==> src/ppc_pkg.sv <==
// Notes on behaviour
// - Separate turn-on and turn-off input thresholds; off at least 4 V, on at most 16 V.
// - With a nonzero fault response, output undervoltage makes the channel hiccup, then resume when the fault clears.
// - Output overvoltage turns high side off, low side on until inside good window.
// - Dual mode: each channel has independent protection, unaffected by the other.
// - Two-phase mode: only first channel's OV/UV detectors monitored; both channels act on them together.
// - Power good high and flags cleared only inside the power-good-on window.
// - Power-good thresholds form symmetric windows mirrored about nominal.
// - Power good low at start-up, after faults, and when off or disabled.
// - At 150 C stop switching, gates low; restart with soft start at or below 130 C.
// - Per-rail over-temperature fault and warning limits versus external sensor.
// - Undervoltage response programmable by fault-response setting.
// - Scratchpad holds 14 bits of user data.
// - Scratchpad bit 0 selects short or long dead time.
// - Writing 1 to scratchpad bit 1 permanently locks parameters.
// - Channel select bits 7 and 0: 00 first, 01 second, 11 both.
// - Channel select value with bit 7 set, bit 0 clear is ignored entirely.
// - With both selected reads return first channel; read-only writes discarded.
// - Operation mode persists until a new command or control pin change.
// - Operation bit 7 enables conversion absent faults; 0 holds gates low; resets 0.
// - Margin field 00XX off, 0101/0110 low, 1001/1010 high, loads stored target.
// - Per-channel bit decides whether operation enable bit is honoured.
package ppc_pkg;
  localparam logic [7:0] CMD_CHANNEL_SELECT    = 8'h00;
  localparam logic [7:0] CMD_OPERATION_CONTROL = 8'h01;
  localparam logic [7:0] CMD_FAULT_RESPONSE    = 8'h47;
  localparam logic [7:0] CMD_OVERTEMP_FAULT_LIMIT    = 8'h4f;
  localparam logic [7:0] CMD_OVERTEMP_WARNING_LIMIT     = 8'h51;
  localparam logic [7:0] CMD_USER_SCRATCHPAD   = 8'hd0;
  localparam logic [7:0] SEL_WMASK             = 8'h81;
  localparam logic [7:0] OP_WMASK              = 8'hbc;
  localparam int         OP_ON_BIT             = 7;
  localparam int         SEL_ALL_BIT           = 7;
  localparam int         SEL_IDX_BIT           = 0;
  localparam int         SP_WIDTH              = 14;
  localparam int         SP_DEADTIME_BIT       = 0;
  localparam int         SP_LOCK_BIT           = 1;
  localparam int         INPUT_TURN_OFF_THRESHOLD_MIN_MV        = 4000;
  localparam int         INPUT_TURN_ON_THRESHOLD_MAX_MV         = 16000;
  localparam int         TSD_TRIP_C            = 150;
  localparam int         TSD_CLEAR_C           = 130;
  localparam int         HICCUP_NS             = 1000000;
  localparam int         CLK_NS                = 50;
  localparam int         HICCUP_CYC            = HICCUP_NS / CLK_NS;
  localparam logic [7:0] OT_FAULT_RST          = 8'h7d;
  localparam logic [7:0] OT_WARN_RST           = 8'h73;
  localparam logic [7:0] FAULT_RESP_RST        = 8'h00;
  localparam logic [1:0] MARGIN_OFF            = 2'h0;
  localparam logic [1:0] MARGIN_LOW            = 2'h1;
  localparam logic [1:0] MARGIN_HIGH           = 2'h2;
  typedef enum logic [1:0] {CH_OFF, CH_RUN, CH_HICCUP, CH_OVP} ppc_ch_e;
endpackage : ppc_pkg

==> src/ppc_top.sv <==
`timescale 1ns/1ns
module ppc_top #(
  parameter int HICCUP_CYC = ppc_pkg::HICCUP_CYC,
  parameter int VW         = 16
) (
  input  wire logic          mclk,
  input  wire logic          nrst,
  input  wire logic          cmd_wr,
  input  wire logic          cmd_rd,
  input  wire logic [7:0]    cmd_code,
  input  wire logic [15:0]   cmd_wdata,
  output logic      [15:0]   cmd_rdata_q,
  input  wire logic          two_phase,
  input  wire logic [1:0]    channel_control_pin,
  input  wire logic [VW-1:0] input_voltage_mv,
  input  wire logic [VW-1:0] input_turn_on_threshold,
  input  wire logic [VW-1:0] input_turn_off_threshold,
  input  wire logic [1:0]    ov_detect,
  input  wire logic [1:0]    uv_detect,
  input  wire logic [1:0]    in_good_on_window,
  input  wire logic [1:0]    soft_start_done,
  input  wire logic [1:0]    honour_on_bit,
  input  wire logic [7:0]    junction_temp_c,
  input  wire logic [15:0]   temperature_sense_input,
  output logic      [1:0]    high_side_gate_q,
  output logic      [1:0]    low_side_gate_q,
  output logic      [1:0]    power_good_output_q,
  output logic      [3:0]    margin_select_q,
  output logic      [1:0]    ot_fault_q,
  output logic      [1:0]    ot_warn_q,
  output logic               dead_time_long_q,
  output logic               params_locked_q,
  output logic               thermal_shutdown_q,
  output logic               input_ok_q
);
  // ****************************************
  // Pin synchronisers
  // ****************************************
  logic [1:0] pin_s1_q, pin_s2_q, ov_s1_q, ov_s2_q, uv_s1_q, uv_s2_q, pg_s1_q, pg_s2_q;
  always_ff @(posedge mclk or negedge nrst) begin
    if (!nrst) begin
      pin_s1_q <= '0;
      pin_s2_q <= '0;
      ov_s1_q  <= '0;
      ov_s2_q  <= '0;
      uv_s1_q  <= '0;
      uv_s2_q  <= '0;
      pg_s1_q  <= '0;
      pg_s2_q  <= '0;
    end else begin
      pin_s1_q <= channel_control_pin;
      pin_s2_q <= pin_s1_q;
      ov_s1_q  <= ov_detect;
      ov_s2_q  <= ov_s1_q;
      uv_s1_q  <= uv_detect;
      uv_s2_q  <= uv_s1_q;
      pg_s1_q  <= in_good_on_window;
      pg_s2_q  <= pg_s1_q;
    end
  end

  // ****************************************
  // Command registers
  // ****************************************
  logic [7:0]         sel_q, sel_d;
  logic [7:0]         op_q [2];
  logic [7:0]         op_d [2];
  logic [7:0]         otf_q [2];
  logic [7:0]         otf_d [2];
  logic [7:0]         otw_q [2];
  logic [7:0]         otw_d [2];
  logic [7:0]         resp_q [2];
  logic [7:0]         resp_d [2];
  logic [ppc_pkg::SP_WIDTH-1:0] sp_q, sp_d;
  logic [15:0]        rdata_d;
  logic [1:0]         hit;

  always_comb begin
    sel_d = sel_q;
    sp_d  = sp_q;
    op_d  = op_q;
    otf_d = otf_q;
    otw_d = otw_q;
    resp_d = resp_q;
    hit[0] = !sel_q[ppc_pkg::SEL_IDX_BIT] || sel_q[ppc_pkg::SEL_ALL_BIT];
    hit[1] = sel_q[ppc_pkg::SEL_IDX_BIT];
    if (cmd_wr) begin
      if (cmd_code == ppc_pkg::CMD_CHANNEL_SELECT) begin
        if (!(cmd_wdata[7] && !cmd_wdata[0]))
          sel_d = cmd_wdata[7:0] & ppc_pkg::SEL_WMASK;
      end else if (cmd_code == ppc_pkg::CMD_USER_SCRATCHPAD) begin
        if (!params_locked_q)
          sp_d = cmd_wdata[ppc_pkg::SP_WIDTH-1:0];
      end else begin
        for (int c = 0; c < 2; c++) begin
          if (hit[c]) begin
            if (cmd_code == ppc_pkg::CMD_OPERATION_CONTROL)
              op_d[c] = cmd_wdata[7:0] & ppc_pkg::OP_WMASK;
            else if (cmd_code == ppc_pkg::CMD_OVERTEMP_FAULT_LIMIT && !params_locked_q)
              otf_d[c] = cmd_wdata[7:0];
            else if (cmd_code == ppc_pkg::CMD_OVERTEMP_WARNING_LIMIT && !params_locked_q)
              otw_d[c] = cmd_wdata[7:0];
            else if (cmd_code == ppc_pkg::CMD_FAULT_RESPONSE && !params_locked_q)
              resp_d[c] = cmd_wdata[7:0];
          end
        end
      end
    end
    // Reads of both channels answer for the first
    rdata_d = cmd_rdata_q;
    if (cmd_rd) begin
      if (cmd_code == ppc_pkg::CMD_CHANNEL_SELECT)
        rdata_d = {8'h00, sel_q};
      else if (cmd_code == ppc_pkg::CMD_OPERATION_CONTROL)
        rdata_d = {8'h00, op_q[sel_q[0] & ~sel_q[7]]};
      else if (cmd_code == ppc_pkg::CMD_OVERTEMP_FAULT_LIMIT)
        rdata_d = {8'h00, otf_q[sel_q[0] & ~sel_q[7]]};
      else if (cmd_code == ppc_pkg::CMD_OVERTEMP_WARNING_LIMIT)
        rdata_d = {8'h00, otw_q[sel_q[0] & ~sel_q[7]]};
      else if (cmd_code == ppc_pkg::CMD_FAULT_RESPONSE)
        rdata_d = {8'h00, resp_q[sel_q[0] & ~sel_q[7]]};
      else if (cmd_code == ppc_pkg::CMD_USER_SCRATCHPAD)
        rdata_d = {2'h0, sp_q};
      else
        rdata_d = 16'h0000;
    end
  end

  always_ff @(posedge mclk or negedge nrst) begin
    if (!nrst) begin
      sel_q       <= 8'h00;
      sp_q        <= '0;
      cmd_rdata_q <= 16'h0000;
      for (int c = 0; c < 2; c++) begin
        op_q[c]   <= 8'h00;
        otf_q[c]  <= ppc_pkg::OT_FAULT_RST;
        otw_q[c]  <= ppc_pkg::OT_WARN_RST;
        resp_q[c] <= ppc_pkg::FAULT_RESP_RST;
      end
    end else begin
      sel_q       <= sel_d;
      sp_q        <= sp_d;
      cmd_rdata_q <= rdata_d;
      op_q        <= op_d;
      otf_q       <= otf_d;
      otw_q       <= otw_d;
      resp_q      <= resp_d;
    end
  end

  // ****************************************
  // Channel protection
  // ****************************************
  ppc_pkg::ppc_ch_e st_q [2];
  ppc_pkg::ppc_ch_e st_d [2];
  logic [31:0] hic_q [2];
  logic [31:0] hic_d [2];
  logic        tsd_d, vin_d, lock_d;
  logic [1:0]  hs_d, ls_d, pg_d, en, ov_eff, uv_eff, otf_c, otw_c;
  logic [3:0]  mg_d;

  function automatic logic [1:0] margin_dec(input logic [3:0] f);
    if (f[3:2] == 2'b00) margin_dec = ppc_pkg::MARGIN_OFF;
    else if (f == 4'h5 || f == 4'h6) margin_dec = ppc_pkg::MARGIN_LOW;
    else if (f == 4'h9 || f == 4'ha) margin_dec = ppc_pkg::MARGIN_HIGH;
    else margin_dec = ppc_pkg::MARGIN_OFF;
  endfunction : margin_dec

  always_comb begin
    // Hysteresis: trip at 150, release only at or below 130
    tsd_d = thermal_shutdown_q;
    if (junction_temp_c >= 8'(ppc_pkg::TSD_TRIP_C)) tsd_d = 1'b1;
    else if (junction_temp_c <= 8'(ppc_pkg::TSD_CLEAR_C)) tsd_d = 1'b0;
    // Turn-off threshold floored at 4 V; turn-on needs input at or below 16 V
    vin_d = input_ok_q;
    if (input_voltage_mv >= input_turn_on_threshold &&
        input_voltage_mv <= VW'(ppc_pkg::INPUT_TURN_ON_THRESHOLD_MAX_MV)) vin_d = 1'b1;
    else if (input_voltage_mv < input_turn_off_threshold ||
             input_voltage_mv < VW'(ppc_pkg::INPUT_TURN_OFF_THRESHOLD_MIN_MV)) vin_d = 1'b0;
    lock_d = params_locked_q | sp_q[ppc_pkg::SP_LOCK_BIT];
    ov_eff = two_phase ? {2{ov_s2_q[0]}} : ov_s2_q;
    uv_eff = two_phase ? {2{uv_s2_q[0]}} : uv_s2_q;
    mg_d = '0;
    for (int c = 0; c < 2; c++) begin
      otf_c[c] = temperature_sense_input[8*c +: 8] >= otf_q[c];
      otw_c[c] = temperature_sense_input[8*c +: 8] >= otw_q[c];
      en[c] = pin_s2_q[c] && (!honour_on_bit[c] || op_q[c][ppc_pkg::OP_ON_BIT])
              && input_ok_q && !thermal_shutdown_q && !ot_fault_q[c];
      mg_d[2*c +: 2] = margin_dec(op_q[c][5:2]);
      st_d[c] = st_q[c];
      hic_d[c] = hic_q[c];
      hs_d[c] = 1'b0;
      ls_d[c] = 1'b0;
      pg_d[c] = 1'b0;
      case (st_q[c])
        ppc_pkg::CH_OFF: if (en[c]) st_d[c] = ppc_pkg::CH_RUN;
        ppc_pkg::CH_RUN: begin
          hs_d[c] = 1'b1;
          ls_d[c] = 1'b1;
          // Start-up keeps power good low until soft start ends
          pg_d[c] = soft_start_done[c] && pg_s2_q[c];
          if (!en[c]) st_d[c] = ppc_pkg::CH_OFF;
          else if (ov_eff[c]) st_d[c] = ppc_pkg::CH_OVP;
          else if (uv_eff[c]) begin
            // Response code zero means keep running
            if (resp_q[c] != 8'h00) begin
              st_d[c] = ppc_pkg::CH_HICCUP;
              hic_d[c] = 32'(HICCUP_CYC);
            end
          end
        end
        ppc_pkg::CH_HICCUP: begin
          if (hic_q[c] != 0) hic_d[c] = hic_q[c] - 32'd1;
          else if (!uv_eff[c]) st_d[c] = ppc_pkg::CH_OFF;
        end
        default: begin
          ls_d[c] = 1'b1;
          if (pg_s2_q[c]) st_d[c] = ppc_pkg::CH_OFF;
        end
      endcase
      if (thermal_shutdown_q) begin
        hs_d[c] = 1'b0;
        ls_d[c] = 1'b0;
      end
    end
  end

  always_ff @(posedge mclk or negedge nrst) begin
    if (!nrst) begin
      for (int c = 0; c < 2; c++) begin
        st_q[c]  <= ppc_pkg::CH_OFF;
        hic_q[c] <= '0;
      end
      high_side_gate_q    <= '0;
      low_side_gate_q     <= '0;
      power_good_output_q <= '0;
      margin_select_q     <= '0;
      ot_fault_q          <= '0;
      ot_warn_q           <= '0;
      dead_time_long_q    <= 1'b0;
      params_locked_q     <= 1'b0;
      thermal_shutdown_q  <= 1'b0;
      input_ok_q          <= 1'b0;
    end else begin
      st_q                <= st_d;
      hic_q               <= hic_d;
      high_side_gate_q    <= hs_d;
      low_side_gate_q     <= ls_d;
      power_good_output_q <= pg_d;
      margin_select_q     <= mg_d;
      ot_fault_q          <= otf_c;
      ot_warn_q           <= otw_c;
      dead_time_long_q    <= sp_q[ppc_pkg::SP_DEADTIME_BIT];
      params_locked_q     <= lock_d;
      thermal_shutdown_q  <= tsd_d;
      input_ok_q          <= vin_d;
    end
  end

  // ****************************************
  // Checks
  // ****************************************
  illegal_select_a: assert property (@(posedge mclk) disable iff (!nrst)
    (cmd_wr && cmd_code == ppc_pkg::CMD_CHANNEL_SELECT && cmd_wdata[7] && !cmd_wdata[0])
    |=> $stable(sel_q)) else $error("illegal select changed state");
  tsd_gates_a: assert property (@(posedge mclk) disable iff (!nrst)
    thermal_shutdown_q |=> (high_side_gate_q == 2'b00 && low_side_gate_q == 2'b00))
    else $error("gates on in shutdown");
  lock_sticky_a: assert property (@(posedge mclk) disable iff (!nrst)
    params_locked_q |=> params_locked_q) else $error("lock released");
  pg_off_a: assert property (@(posedge mclk) disable iff (!nrst)
    (st_q[0] != ppc_pkg::CH_RUN) |=> !power_good_output_q[0]) else $error("pg high while off");
  ovp_hold_a: assert property (@(posedge mclk) disable iff (!nrst)
    (st_q[0] == ppc_pkg::CH_OVP && !thermal_shutdown_q)
    |=> (low_side_gate_q[0] && !high_side_gate_q[0])) else $error("ovp drive wrong");
  op_reserved_a: assert property (@(posedge mclk) disable iff (!nrst)
    (op_q[0] & ~ppc_pkg::OP_WMASK) == 8'h00) else $error("reserved op bit set");
  two_phase_a: assert property (@(posedge mclk) disable iff (!nrst)
    (two_phase && st_q[0] == ppc_pkg::CH_RUN && st_q[1] == ppc_pkg::CH_RUN && ov_s2_q[0]
     && en[0] && en[1]) |=> (st_q[1] == ppc_pkg::CH_OVP)) else $error("phases split");
  margin_low_a: assert property (@(posedge mclk) disable iff (!nrst)
    (op_q[0][5:2] == 4'h5) |=> (margin_select_q[1:0] == ppc_pkg::MARGIN_LOW))
    else $error("margin low wrong");
  hiccup_a: assert property (@(posedge mclk) disable iff (!nrst)
    (st_q[0] == ppc_pkg::CH_HICCUP && hic_q[0] != 0) |=> (st_q[0] == ppc_pkg::CH_HICCUP))
    else $error("hiccup ended early");
  // Undervoltage with a nonzero response must start the retry wait
  uv_hiccup_a: assert property (@(posedge mclk) disable iff (!nrst)
    (st_q[0] == ppc_pkg::CH_RUN && en[0] && !ov_eff[0] && uv_eff[0] && resp_q[0] != 8'h00)
    |=> (st_q[0] == ppc_pkg::CH_HICCUP)) else $error("undervoltage not handled");
  off_gates_a: assert property (@(posedge mclk) disable iff (!nrst)
    (st_q[0] == ppc_pkg::CH_OFF) |=> (!high_side_gate_q[0] && !low_side_gate_q[0]))
    else $error("gates on while off");
  // A fault on the first channel must not stop the second in dual mode
  ch_isolate_a: assert property (@(posedge mclk) disable iff (!nrst)
    (!two_phase && ov_s2_q[0] && !ov_s2_q[1] && !uv_s2_q[1] && st_q[1] == ppc_pkg::CH_RUN
     && en[1]) |=> (st_q[1] == ppc_pkg::CH_RUN)) else $error("channels not isolated");
endmodule : ppc_top

==> config.mk <==
export PLATFORM = sky130hd
export DESIGN_NAME = ppc_top
export DESIGN_NICKNAME = d
export VERILOG_FILES = /design/src/ppc_pkg.sv /design/src/ppc_top.sv
export SDC_FILE = /design/constraint.sdc
export NUM_CORES = 1
export LEC_CHECK = 0
export BUFFER_PORTS_ARGS = -buffer_cell sky130_fd_sc_hd__buf_2
export CAP_MARGIN = 20
export CORE_ASPECT_RATIO = 1.2
export CORE_MARGIN = 1.5
export CORE_UTILIZATION = 30
export DETAILED_ROUTE_END_ITERATION = 12
export GPL_TIMING_DRIVEN = 1
export PLACE_DENSITY_LB_ADDON = 0.08
export SYNTH_ARGS = -nofsm -noshare
export SYNTH_HDL_FRONTEND = slang
export SYNTH_SLANG_ARGS = --single-unit
==> constraint.sdc <==
create_clock -name mclk -period 4.8 [get_ports mclk]
set_clock_uncertainty 0.15 [all_clocks]
set_input_delay 0.72 -clock mclk [delete_from_list [all_inputs] [get_ports mclk]]
set_output_delay 0.72 -clock mclk [all_outputs]
set_load 0.03 [all_outputs]
* Word level (Yosys, flattened, before mapping)
Cells that the tools add are included.
W data, S select, Z words.
** Cells by class
- Eq/ne operators :: 37
- Bitwise operators :: 11
- Multiplexer cells :: 70
- Add/subtract/negate cells :: 2
- Reductions and logical operators :: 62
- $lt $le $gt $ge :: 11
** Operator list (count)
- $mux W32 :: 10
- $pmux W32 S2 :: 2
- $mux W8 :: 12
- $mux W14 :: 6
- $reduce_bool A32 Y1 :: 2
- $sub A32 B1 Y32 const B :: 2
- $mux W2 :: 24
- $reduce_and A6 Y1 :: 6
- $ge A8 B8 Y1 :: 4
- $ne A2 B2 Y1 const B :: 16
- $eq A8 B7 Y1 const B :: 3
- $eq A4 B3 Y1 const B :: 4
- $eq A4 B4 Y1 const B :: 4
- $ge A16 B16 Y1 :: 1
- $le A16 B14 Y1 const B :: 1
- $lt A16 B12 Y1 const B :: 1
- $lt A16 B16 Y1 :: 1
- $ne A4 B4 Y1 const B :: 4
- $reduce_and A8 Y1 :: 2
- $reduce_bool A8 Y1 :: 2
- $logic_and A1 B1 Y1 :: 15
- $mux W1 :: 14
- $reduce_and A7 Y1 :: 2
- $pmux W2 S3 :: 2
- 21 further kinds :: 53
** Word-level totals
- Logic and storage cells :: 226
- Register bits :: 192
- Input port bits :: 113
- Output and inout bits :: 34

* Depth between registers and ports, before layout
Gate-level depths: netlist of run 1.
- Depth in word-level cells :: 11
- Depth in mapped cells :: 10
- Depth with buffers taken out :: 8

* Worst setup path after synthesis of run 1
OpenSTA, ideal clock, no wires.
- Path type :: input -> register
- Start point :: input port two_phase
- End point :: register hic_q[25] in the netlist's numbering
- Slack :: 2.000 ns
- Data arrival time :: 2.573 ns
- Stages :: 7
- Path buffers :: 1
- Data required time :: 4.573 ns
- Cells stage by stage :: mux2i_1 -> a21oi_1 -> a41oi_2 -> or4_1 -> buf_4 -> or4_1 -> a21oi_1
** Between the ends
- Longest elaborated chain between the ends :: 3
** Ends and longest elaborated chain
- from (decl) :: line ppc_top.sv:13 : input wire logic two_phase,
- $mux W2, on equally long branches :: line ppc_top.sv:182, ppc_top.sv:181
- $ne A2 B2 Y1 (no source line)
- $reduce_and A6 Y1 (no source line) *
- to (signal assigned) :: line ppc_top.sv:246 : hic_q <= hic_d;
- to (decl) :: line ppc_top.sv:156 : logic [31:0] hic_q [2];
Every way passes the cells marked *; elsewhere a longest branch is shown, timed or not.
A chain may end at the register's enable or synchronous reset.

* Worst setup path after layout of run 1
- Start point :: register hic_q[46] in the netlist's numbering
- End point :: register hic_q[46] in the netlist's numbering
** Between the ends
- Longest elaborated chain between the ends :: 3
** Ends and longest elaborated chain
- $sub A32 B1 Y32 / $reduce_bool A32 Y1 (equally long branches) :: line ppc_top.sv:213 : if (hic_q[c] != 0) hic_d[c] = hic_q[c] - 32'd1;
- $mux W32 / $ne A2 B2 Y1 (equally long branches)
- $pmux W32 S2 / $reduce_and A6 Y1 (equally long branches)
Parallel ways exist; a longest one is shown, timed or not. The select of a mux whose other input is x is not followed.

==> results of run 1 <==
## layout make-up
cell class,count,area [um^2]
Tap cell,456,570.5
Timing Repair Buffer,152,807.0
Inverter,90,337.8
Clock inverter,14,120.1
Sequential cell,190,4782
Fill cell,3491,21950
Clock buffer,17,425.4
Multi-Input combinational cell,711,5172
## how the worst min path moves through the flow
stage,to,cells after the start,from,slack [ns]
after detailed placement,pin_s2_q[1],0,pin_s1_q[1],0.18
after global routing,hic_q[62],1,nrst,0.16
after floorplan,ov_s2_q[0],0,ov_s1_q[0],0.18
after CTS,hic_q[58],1,nrst,0.14
after global placement,pg_s2_q[0],0,pg_s1_q[0],0.18
final,hic_q[62],1,nrst,0.12
## critical path, stage by stage (launching register included)
cell,delay (ns)
dfrtp_1,0.43
or4_1,0.61
nor4_1,0.49
nand4_1,0.66
nand3_1,0.56
xor2_1,0.17
nand2_1,0.06
## registers in the layout, summed over array words and instances, names as in the netlist, 4 cells and up
signal           flops
margin_select_q      4
st_q                 4
otf_q               16
op_q                10
otw_q               16
cmd_rdata_q         14
hic_q               64
resp_q              16
sp_q                14
## per-stage QoR
stage	std cells	worst slack (ns)	power, mW	hold WS [ns]
floorplan	1027	2.000	2.073	0.1812
global placement	1599	1.394	2.303	0.1823
detailed placement	1599	1.309	2.306	0.1847
CTS	1630	1.454	3.717	0.1384
global route	1630	1.176	3.834	0.1641
finish	1630	1.513	3.646	0.1171
## metal layers
metal	global-route usage, %	vias up	part of all wire, %
li1	-	3968	-
met1	20.72	3870	45
met2	29.00	103	51
met3	2.527	21	2.4
met4	4.348	0	1.3
met5	0	-	0
## cells in the final DEF, fill, tap and decap left out, drive strengths merged, types with 13 or more instances in the layout
cell,instances
or3,17
or4,35
nor2,64
clkbuf,18
a21o,15
dfrtp,168
nand2b,13
nor3,24
buf,151
o31ai,19
dfstp,22
mux2i,14
inv,92
nand2,72
ha,73
xor2,16
nand4,18
mux2,73
nand3,27
o21ai,38
nor4,21
a21oi,63
## report_power, final
group          internal [mW]  switching (mW)  total, mW
Sequential              1.68          0.0511       1.73
Combinational          0.207           0.329      0.536
Clock                  0.712           0.669       1.38
## cell families (layout without fill, tap and decap cells)
group                    count (synthesis)  after routing  share of synthesized area [%]
buffers and inverters                  126            273                          4.747
AND/OR/NAND/NOR                        324            324                          16.78
multiplexers                            87             87                          9.218
adder cells (fa/ha/maj)                 73             73                          8.751
flip-flops                             190            190                          45.82
other                                    1              2                        0.03593
XOR/XNOR                                28             28                          2.350
AO/OA/AOI/OAI                          197            197                          12.30
==> impl_metrics.ini, run 1 <==
[final_layout]
nNetsFinal = 1348
drive_gt1_share_pct = 24.62
insertedDiodeCount = 0
areaGrowthSynthToFinish_pct = 17.03
postLayoutCoreUtil_pct = 35.75
final_area_mm2 = 0.01222

[logic_synthesis]
yosys.cell_count.top_type = dfrtp_1
synth_area_leader_cell = dfrtp_1
synth_seq_area_share_pct = 45.82
avgSynthCellArea_um2 = 10.17
syn_inst = 1026
synth_top_area_share_pct = 40.28
ys_types = 71
ys.flop_type = dfrtp_1
ys_top_cells_by_count = 168 x dfrtp_1, 90 x inv_1, 73 x ha_1
ys_top_cells_by_area = dfrtp_1 40%, ha_1 8.8%, mux2_2 6.8%
ys_ff_latch = 190
synth_edf_count = 0
synth_warnings = 0
syn_area_mm2 = 0.01044
ys_async_sr_fraction_pct = 100.0

[timing]
clock.fmax_mhz = 304.2
setup_viol = 0
hold_violations = 0
period_share_pct = 68.48
period_needed_ns = 3.287
rsz0062_at_grt = no
fin_setup_tns_ns = 0
max-slew-margin-rel_pct = 36.53
worst_slew_pin_slew_ns = 0.9486
final_max_slew_viol_count = 0

[critical_path]
critPathMaxFanout = 15
cp_data_arrival_time_ns = 3.43
crit_start = hic_q[46]
rr_startpoint = hic_q[46]
endpoint = hic_q[46]
startpoint_type = flip-flop
r2r_setup_slack_ns = 1.51
worstPathRequired_ns = 4.94
end_kind = flip-flop
r2r_end = hic_q[46]
crit_type = reg -> reg
reg2reg_depth = 6

[job]
drv_cap = 0

[placement]
io_buffer_count = 142
gp_congestion = 0.7736
placed_area_mm2 = 0.01167
place_hpwl_um = 20850

[die]
num_rows = 74
die_h_um = 207.3
initial_utilization_pct = 30.55
ios = 147
die_w_um = 173.3
die_area_mm2 = 0.03593
core_area_mm2 = 0.03417

[global_route]
grt_max_degree = 77
grt_pass1_vias = 8227
antenna_found_initial = 0
grt_usage_pct = 16.41
grt_first_pass_wirelength_um = 46250
overflow = 0

[route]
drcViolationCount = 0
wl_per_cell_um = 17.43
vias = 7962
drt_iter0_markers = 375
dr.pass1.iters = 6
ant_nets = 0
vias_per_cell = 4.885
wl_um = 28410

[power_and_ir_drop]
p_per_area_mw_per_mm2 = 298.4
leakagePower_nw = 5.618
peakVddDrop_mv = 0.2064

[clock_tree]
cts_hold_buf = 0
cts.path.max_buffers = 2
cts_resized = 0
htreeDepth = 4
cts_tree = built
numCtsBuffers = 17
clk_latency_ns = 0.44
cts_setup_buffers = 0
clkTransAtPathRegs_ns = 0.07
cts-root-buf = clkbuf_16
cts.sinks = 190

[worst_hold_path]
hold_class = in -> async

[run_status]
status = completed
(Power assumes the default switching activity.)
==> inputs of run 2 (changes only) <==
clock period = 2.7 ns   (was 4.8 ns; I/O delays follow)
==> impl_metrics.ini, run 2 (same netlist as run 1, synthesis figures left out) <==
[run_status]
status = complete, but fails checks
violations = negative setup slack

[power_and_ir_drop]
p_clk_share_pct = 38.7
combPwrFrac_pct = 15.3
peakVddDrop_mv = 0.3798
leakagePower_nw = 6.179
p_int_mw = 4.846
seq_power_share_pct = 46.0
p_per_area_mw_per_mm2 = 506.0
finalPower_mw = 6.680
p_sw_mw = 1.833
swShare_pct = 27.45

[timing]
fin_setup_tns_ns = -0.01807
final_max_slew_viol_count = 0
fin_ws_ns = -0.01348
clock.fmax_mhz = 368.5
period_needed_ns = 2.713
max-slew-margin-rel_pct = 33.73
setup_viol = 2
rsz0062_at_grt = yes
period_share_pct = 100.5
hold_violations = 0
holdWs_ns = 0.03397
worst_slew_pin_slew_ns = 0.9904

[final_layout]
multi_input_area_mm2 = 0.005365
drive_gt1_share_pct = 31.57
nNetsFinal = 1437
areaGrowthSynthToFinish_pct = 26.47
postLayoutCoreUtil_pct = 38.64
largest_register_ff_count = 64
largest-register = hic_q
final_cell_mix = 167 x dfrtp_1, 141 x buf_2, 90 x inv_1, 83 x buf_4, 73 x ha_1
final_area_mm2 = 0.01320
instances_no_fill = 1721
nFillCells = 3447
final_common_cell = dfrtp_1
regArea_mm2 = 0.004783

[critical_path]
crit_start = hic_q[13]
startpoint_type = flip-flop
end_kind = flip-flop
cpMaxStageDelayCell = or4_4
critPathMaxFanout = 5
cp_cell_sequence = or4_4 -> buf_6 -> nor3_4 -> o2111ai_2 -> or4_4 -> or4_4 -> a21oi_2
crit_type = reg -> reg
cp_slowest_stage_delay_ns = 0.59
cp_num_buf_inv = 1
cp_data_arrival_time_ns = 2.94
path_delay_family = simple AND/OR/NAND/NOR gates
worst_path_most_repeated_cell = or4_4
rr_startpoint = hic_q[13]
worstPathRequired_ns = 2.93

[die]
ios = 147
core_area_mm2 = 0.03417
die_w_um = 173.3
die_area_mm2 = 0.03593
die_h_um = 207.3
initial_utilization_pct = 30.55
num_rows = 74

[route]
drt_iter0_markers = 318
ant_nets = 0
drcViolationCount = 0
vias = 8446
wl_um = 29090
dr.pass1.iters = 5
vias_per_cell = 4.908
wl_per_cell_um = 16.90

[placement]
dp.cells = 1672
place_hpwl_um = 21650
io_buffer_count = 142
placed_area_mm2 = 0.01224
dpl_worst_slack_ns = -0.1131
gp_congestion = 0.7736

[job]
drv_cap = 0

[global_route]
grt_usage_pct = 16.39
grt_first_pass_wirelength_um = 46490
grt_pass1_vias = 8488
grt_max_degree = 64
overflow = 0
antenna_found_initial = 2

[clock_tree]
numCtsBuffers = 17
cts.path.max_buffers = 2
clkTransAtPathRegs_ns = 0.08
htreeDepth = 4
cts-root-buf = clkbuf_16
cts_tree = built
clk_latency_ns = 0.44
cts.sinks = 190

[worst_hold_path]
hold_class = in -> reg
min-delay-start = cmd_wdata[10]
[run 2: final cells by class]
class	instances	area share, %
clock inverters	8	0.4265
inverters	90	2.559
flip-flops and latches	190	36.24
diodes	1	0.01896
multi-input cells	711	40.64
repair buffers	241	11.65
clock buffers	24	4.142
well taps	456	4.322
[run 2: what timing repair did]
action | 4_1_cts | 5_1_grt
pin swaps | 2 | 19
gates resized for setup | 8 | 34
endpoints found under the setup margin | 20 | 35
setup buffers | 1 | 6
endpoints found under the hold margin | 61 | 0
hold buffers | 9 | 0
[run 2: worst reg2reg max path: stages (launching register included)]
cell	delay, ns
dfrtp_1	0.38
or4_4	0.54
buf_6	0.14
nor3_4	0.17
o2111ai_2	0.13
or4_4	0.59
or4_4	0.44
a21oi_2	0.12
[run 2: power groups by stage]
stage	Clock, mW	Sequential [mW]	Combinational (mW)
after floorplan	0	3.17	0.517
after global placement	0	3.13	1.01
after global routing	2.78	3.10	1.15
final	2.58	3.08	1.02
after detailed placement	0	3.13	1.01
after CTS	2.67	3.07	1.03
[run 2: metal layers]
| metal | global-route usage [%] | up-vias | part of all wire (%) |
|---|---|---|---|
| li1 | - | 4154 | - |
| met5 | 0 | - | 0 |
| met4 | 4.198 | 0 | 1.4 |
| met1 | 21.02 | 4149 | 45 |
| met2 | 28.67 | 122 | 51 |
| met3 | 2.509 | 21 | 2.3 |
[run 2: worst paths after layout]
check | end | slack (ns) | depth (start not counted)
setup / recovery | hic_q[26] | -0.01 | 7
hold / removal | sp_q[10] | 0.03 | 2
setup reg to reg | hic_q[26] | -0.01 | 7
hold reg to reg | pin_s2_q[0] | 0.20 | 0
max in group asynchronous | otf_q[11] | 1.25 | 3
min in group asynchronous | hic_q[61] | 0.37 | 2
==> inputs of run 3 (changes only) <==
BUFFER_PORTS_ARGS = unset   (was -buffer_cell sky130_fd_sc_hd__buf_2)
CAP_MARGIN = 5   (was 20)
CORE_UTILIZATION = 58   (was 30)
DONT_BUFFER_PORTS = 1   (was unset)
==> impl_metrics.ini, run 3 (same netlist as run 1, synthesis figures left out) <==
[critical_path]
critPathMaxFanout = 6
crit_type = reg -> reg
rr_startpoint = hic_q[10]
crit_start = hic_q[10]
end_kind = flip-flop
startpoint_type = flip-flop
cp_data_arrival_time_ns = 2.89
worstPathRequired_ns = 2.88

[die]
die_w_um = 125.5
ios = 147
core_area_mm2 = 0.01757
die_h_um = 150.0
initial_utilization_pct = 59.39
die_area_mm2 = 0.01881
num_rows = 53

[timing]
fin_setup_tns_ns = -0.02541
period_share_pct = 100.6
final_max_slew_viol_count = 0
rsz0062_at_grt = yes
hold_violations = 190
period_needed_ns = 2.715
worst_slew_pin_slew_ns = 0.9471
max-slew-margin-rel_pct = 36.63
fin_ws_ns = -0.01503
holdWs_ns = -0.4857
clock.fmax_mhz = 368.3
setup_viol = 2

[clock_tree]
clkTransAtPathRegs_ns = 0.07
cts-root-buf = clkbuf_16
cts_tree = built
numCtsBuffers = 17
htreeDepth = 4
cts.sinks = 190
cts.path.max_buffers = 2
clk_latency_ns = 0.43
cts_hold_buf = 27

[route]
vias_per_cell = 5.940
drt_iter0_markers = 395
drcViolationCount = 0
vias = 7942
dr.pass1.iters = 5
wl_per_cell_um = 18.05
wl_um = 24130
ant_nets = 0

[global_route]
antenna_found_initial = 0
overflow = 0
grt_pass1_vias = 7869
grt_most_used_layer = met2
gr-usage-met3_pct = 5.792
grt_use_met1_pct = 31.95
met2_usage_pct = 45.43
grt_usage_pct = 25.95
grt_max_degree = 191
grt_first_pass_wirelength_um = 38780

[final_layout]
nFillCells = 1370
postLayoutCoreUtil_pct = 68.99
largest_register_ff_count = 64
largest-register = hic_q
areaGrowthSynthToFinish_pct = 16.16
drive_gt1_share_pct = 19.87
final_cell_mix = 167 x dfrtp_1, 90 x inv_1, 73 x ha_1, 72 x nand2_1
final_common_cell = dfrtp_1
insertedDiodeCount = 0
nNetsFinal = 1290
regArea_mm2 = 0.004783
final_area_mm2 = 0.01212
multi_input_area_mm2 = 0.005331

[power_and_ir_drop]
p_per_area_mw_per_mm2 = 532.2
peakVddDrop_mv = 0.4524
leakagePower_nw = 5.491
finalPower_mw = 6.453

[placement]
placed_area_mm2 = 0.01104
place_hpwl_um = 16940
gp_congestion = 0.8480
io_buffer_count = 0

[worst_hold_path]
hold_class = in -> async

[job]
drv_cap = 0

[run_status]
status = complete, but fails checks
violations = negative hold slack, negative setup slack
-- run 3: worst paths after layout --
kind                             endpoint  slack [ns]  cells past startpoint
setup / recovery                hic_q[21]       -0.02                      7
hold / removal                  hic_q[57]       -0.49                      0
setup reg to reg                hic_q[21]       -0.02                      7
hold reg to reg                ov_s2_q[1]        0.19                      0
max in group asynchronous       otf_q[10]        2.62                      0
min in group mclk          cmd_rdata_q[3]        0.03                      2
-- run 3: worst max-delay path, stage by stage, from the launching register on --
cell	delay [ns]
dfrtp_1	0.38
or4_4	0.53
or3_4	0.43
or4_4	0.52
nor4_4	0.25
buf_4	0.18
a211o_1	0.12
nand2_1	0.05
-- run 3: per-stage QoR --
step	setup WS [ns]	instances
final	-0.01503	1337
after global routing	-0.07529	1337
after CTS	0.0001601	1329
after detailed placement	-0.09577	1270
after global placement	-0.05700	1270
after floorplan	-0.002492	1027
-- run 3: power by group --
part | switching, mW | total (mW) | internal, mW
combinational | 0.409 | 0.751 | 0.341
sequential | 0.156 | 3.14 | 2.99
clock | 1.08 | 2.56 | 1.49
-- run 3: layout make-up --
class	count	share of cell area [%]
multi-input cells	711	43.97
flip-flops and latches	190	39.45
repair buffers	94	6.615
clock buffers	22	3.746
inverters	90	2.786
well taps	220	2.270
clock inverters	10	1.156
-- run 3: what timing repair did --
action	in CTS	in global routing
setup buffers	0	8
endpoints found under the hold margin	288	190
setup endpoints to repair	14	47
gates resized for setup	3	26
pin swaps	0	5
-- run 3: routing by layer --
layer	vias to the layer above	wire length, um
li1	3861	-
met1	3885	10270
met2	161	12360
met3	35	956
met4	0	544
met5	-	0
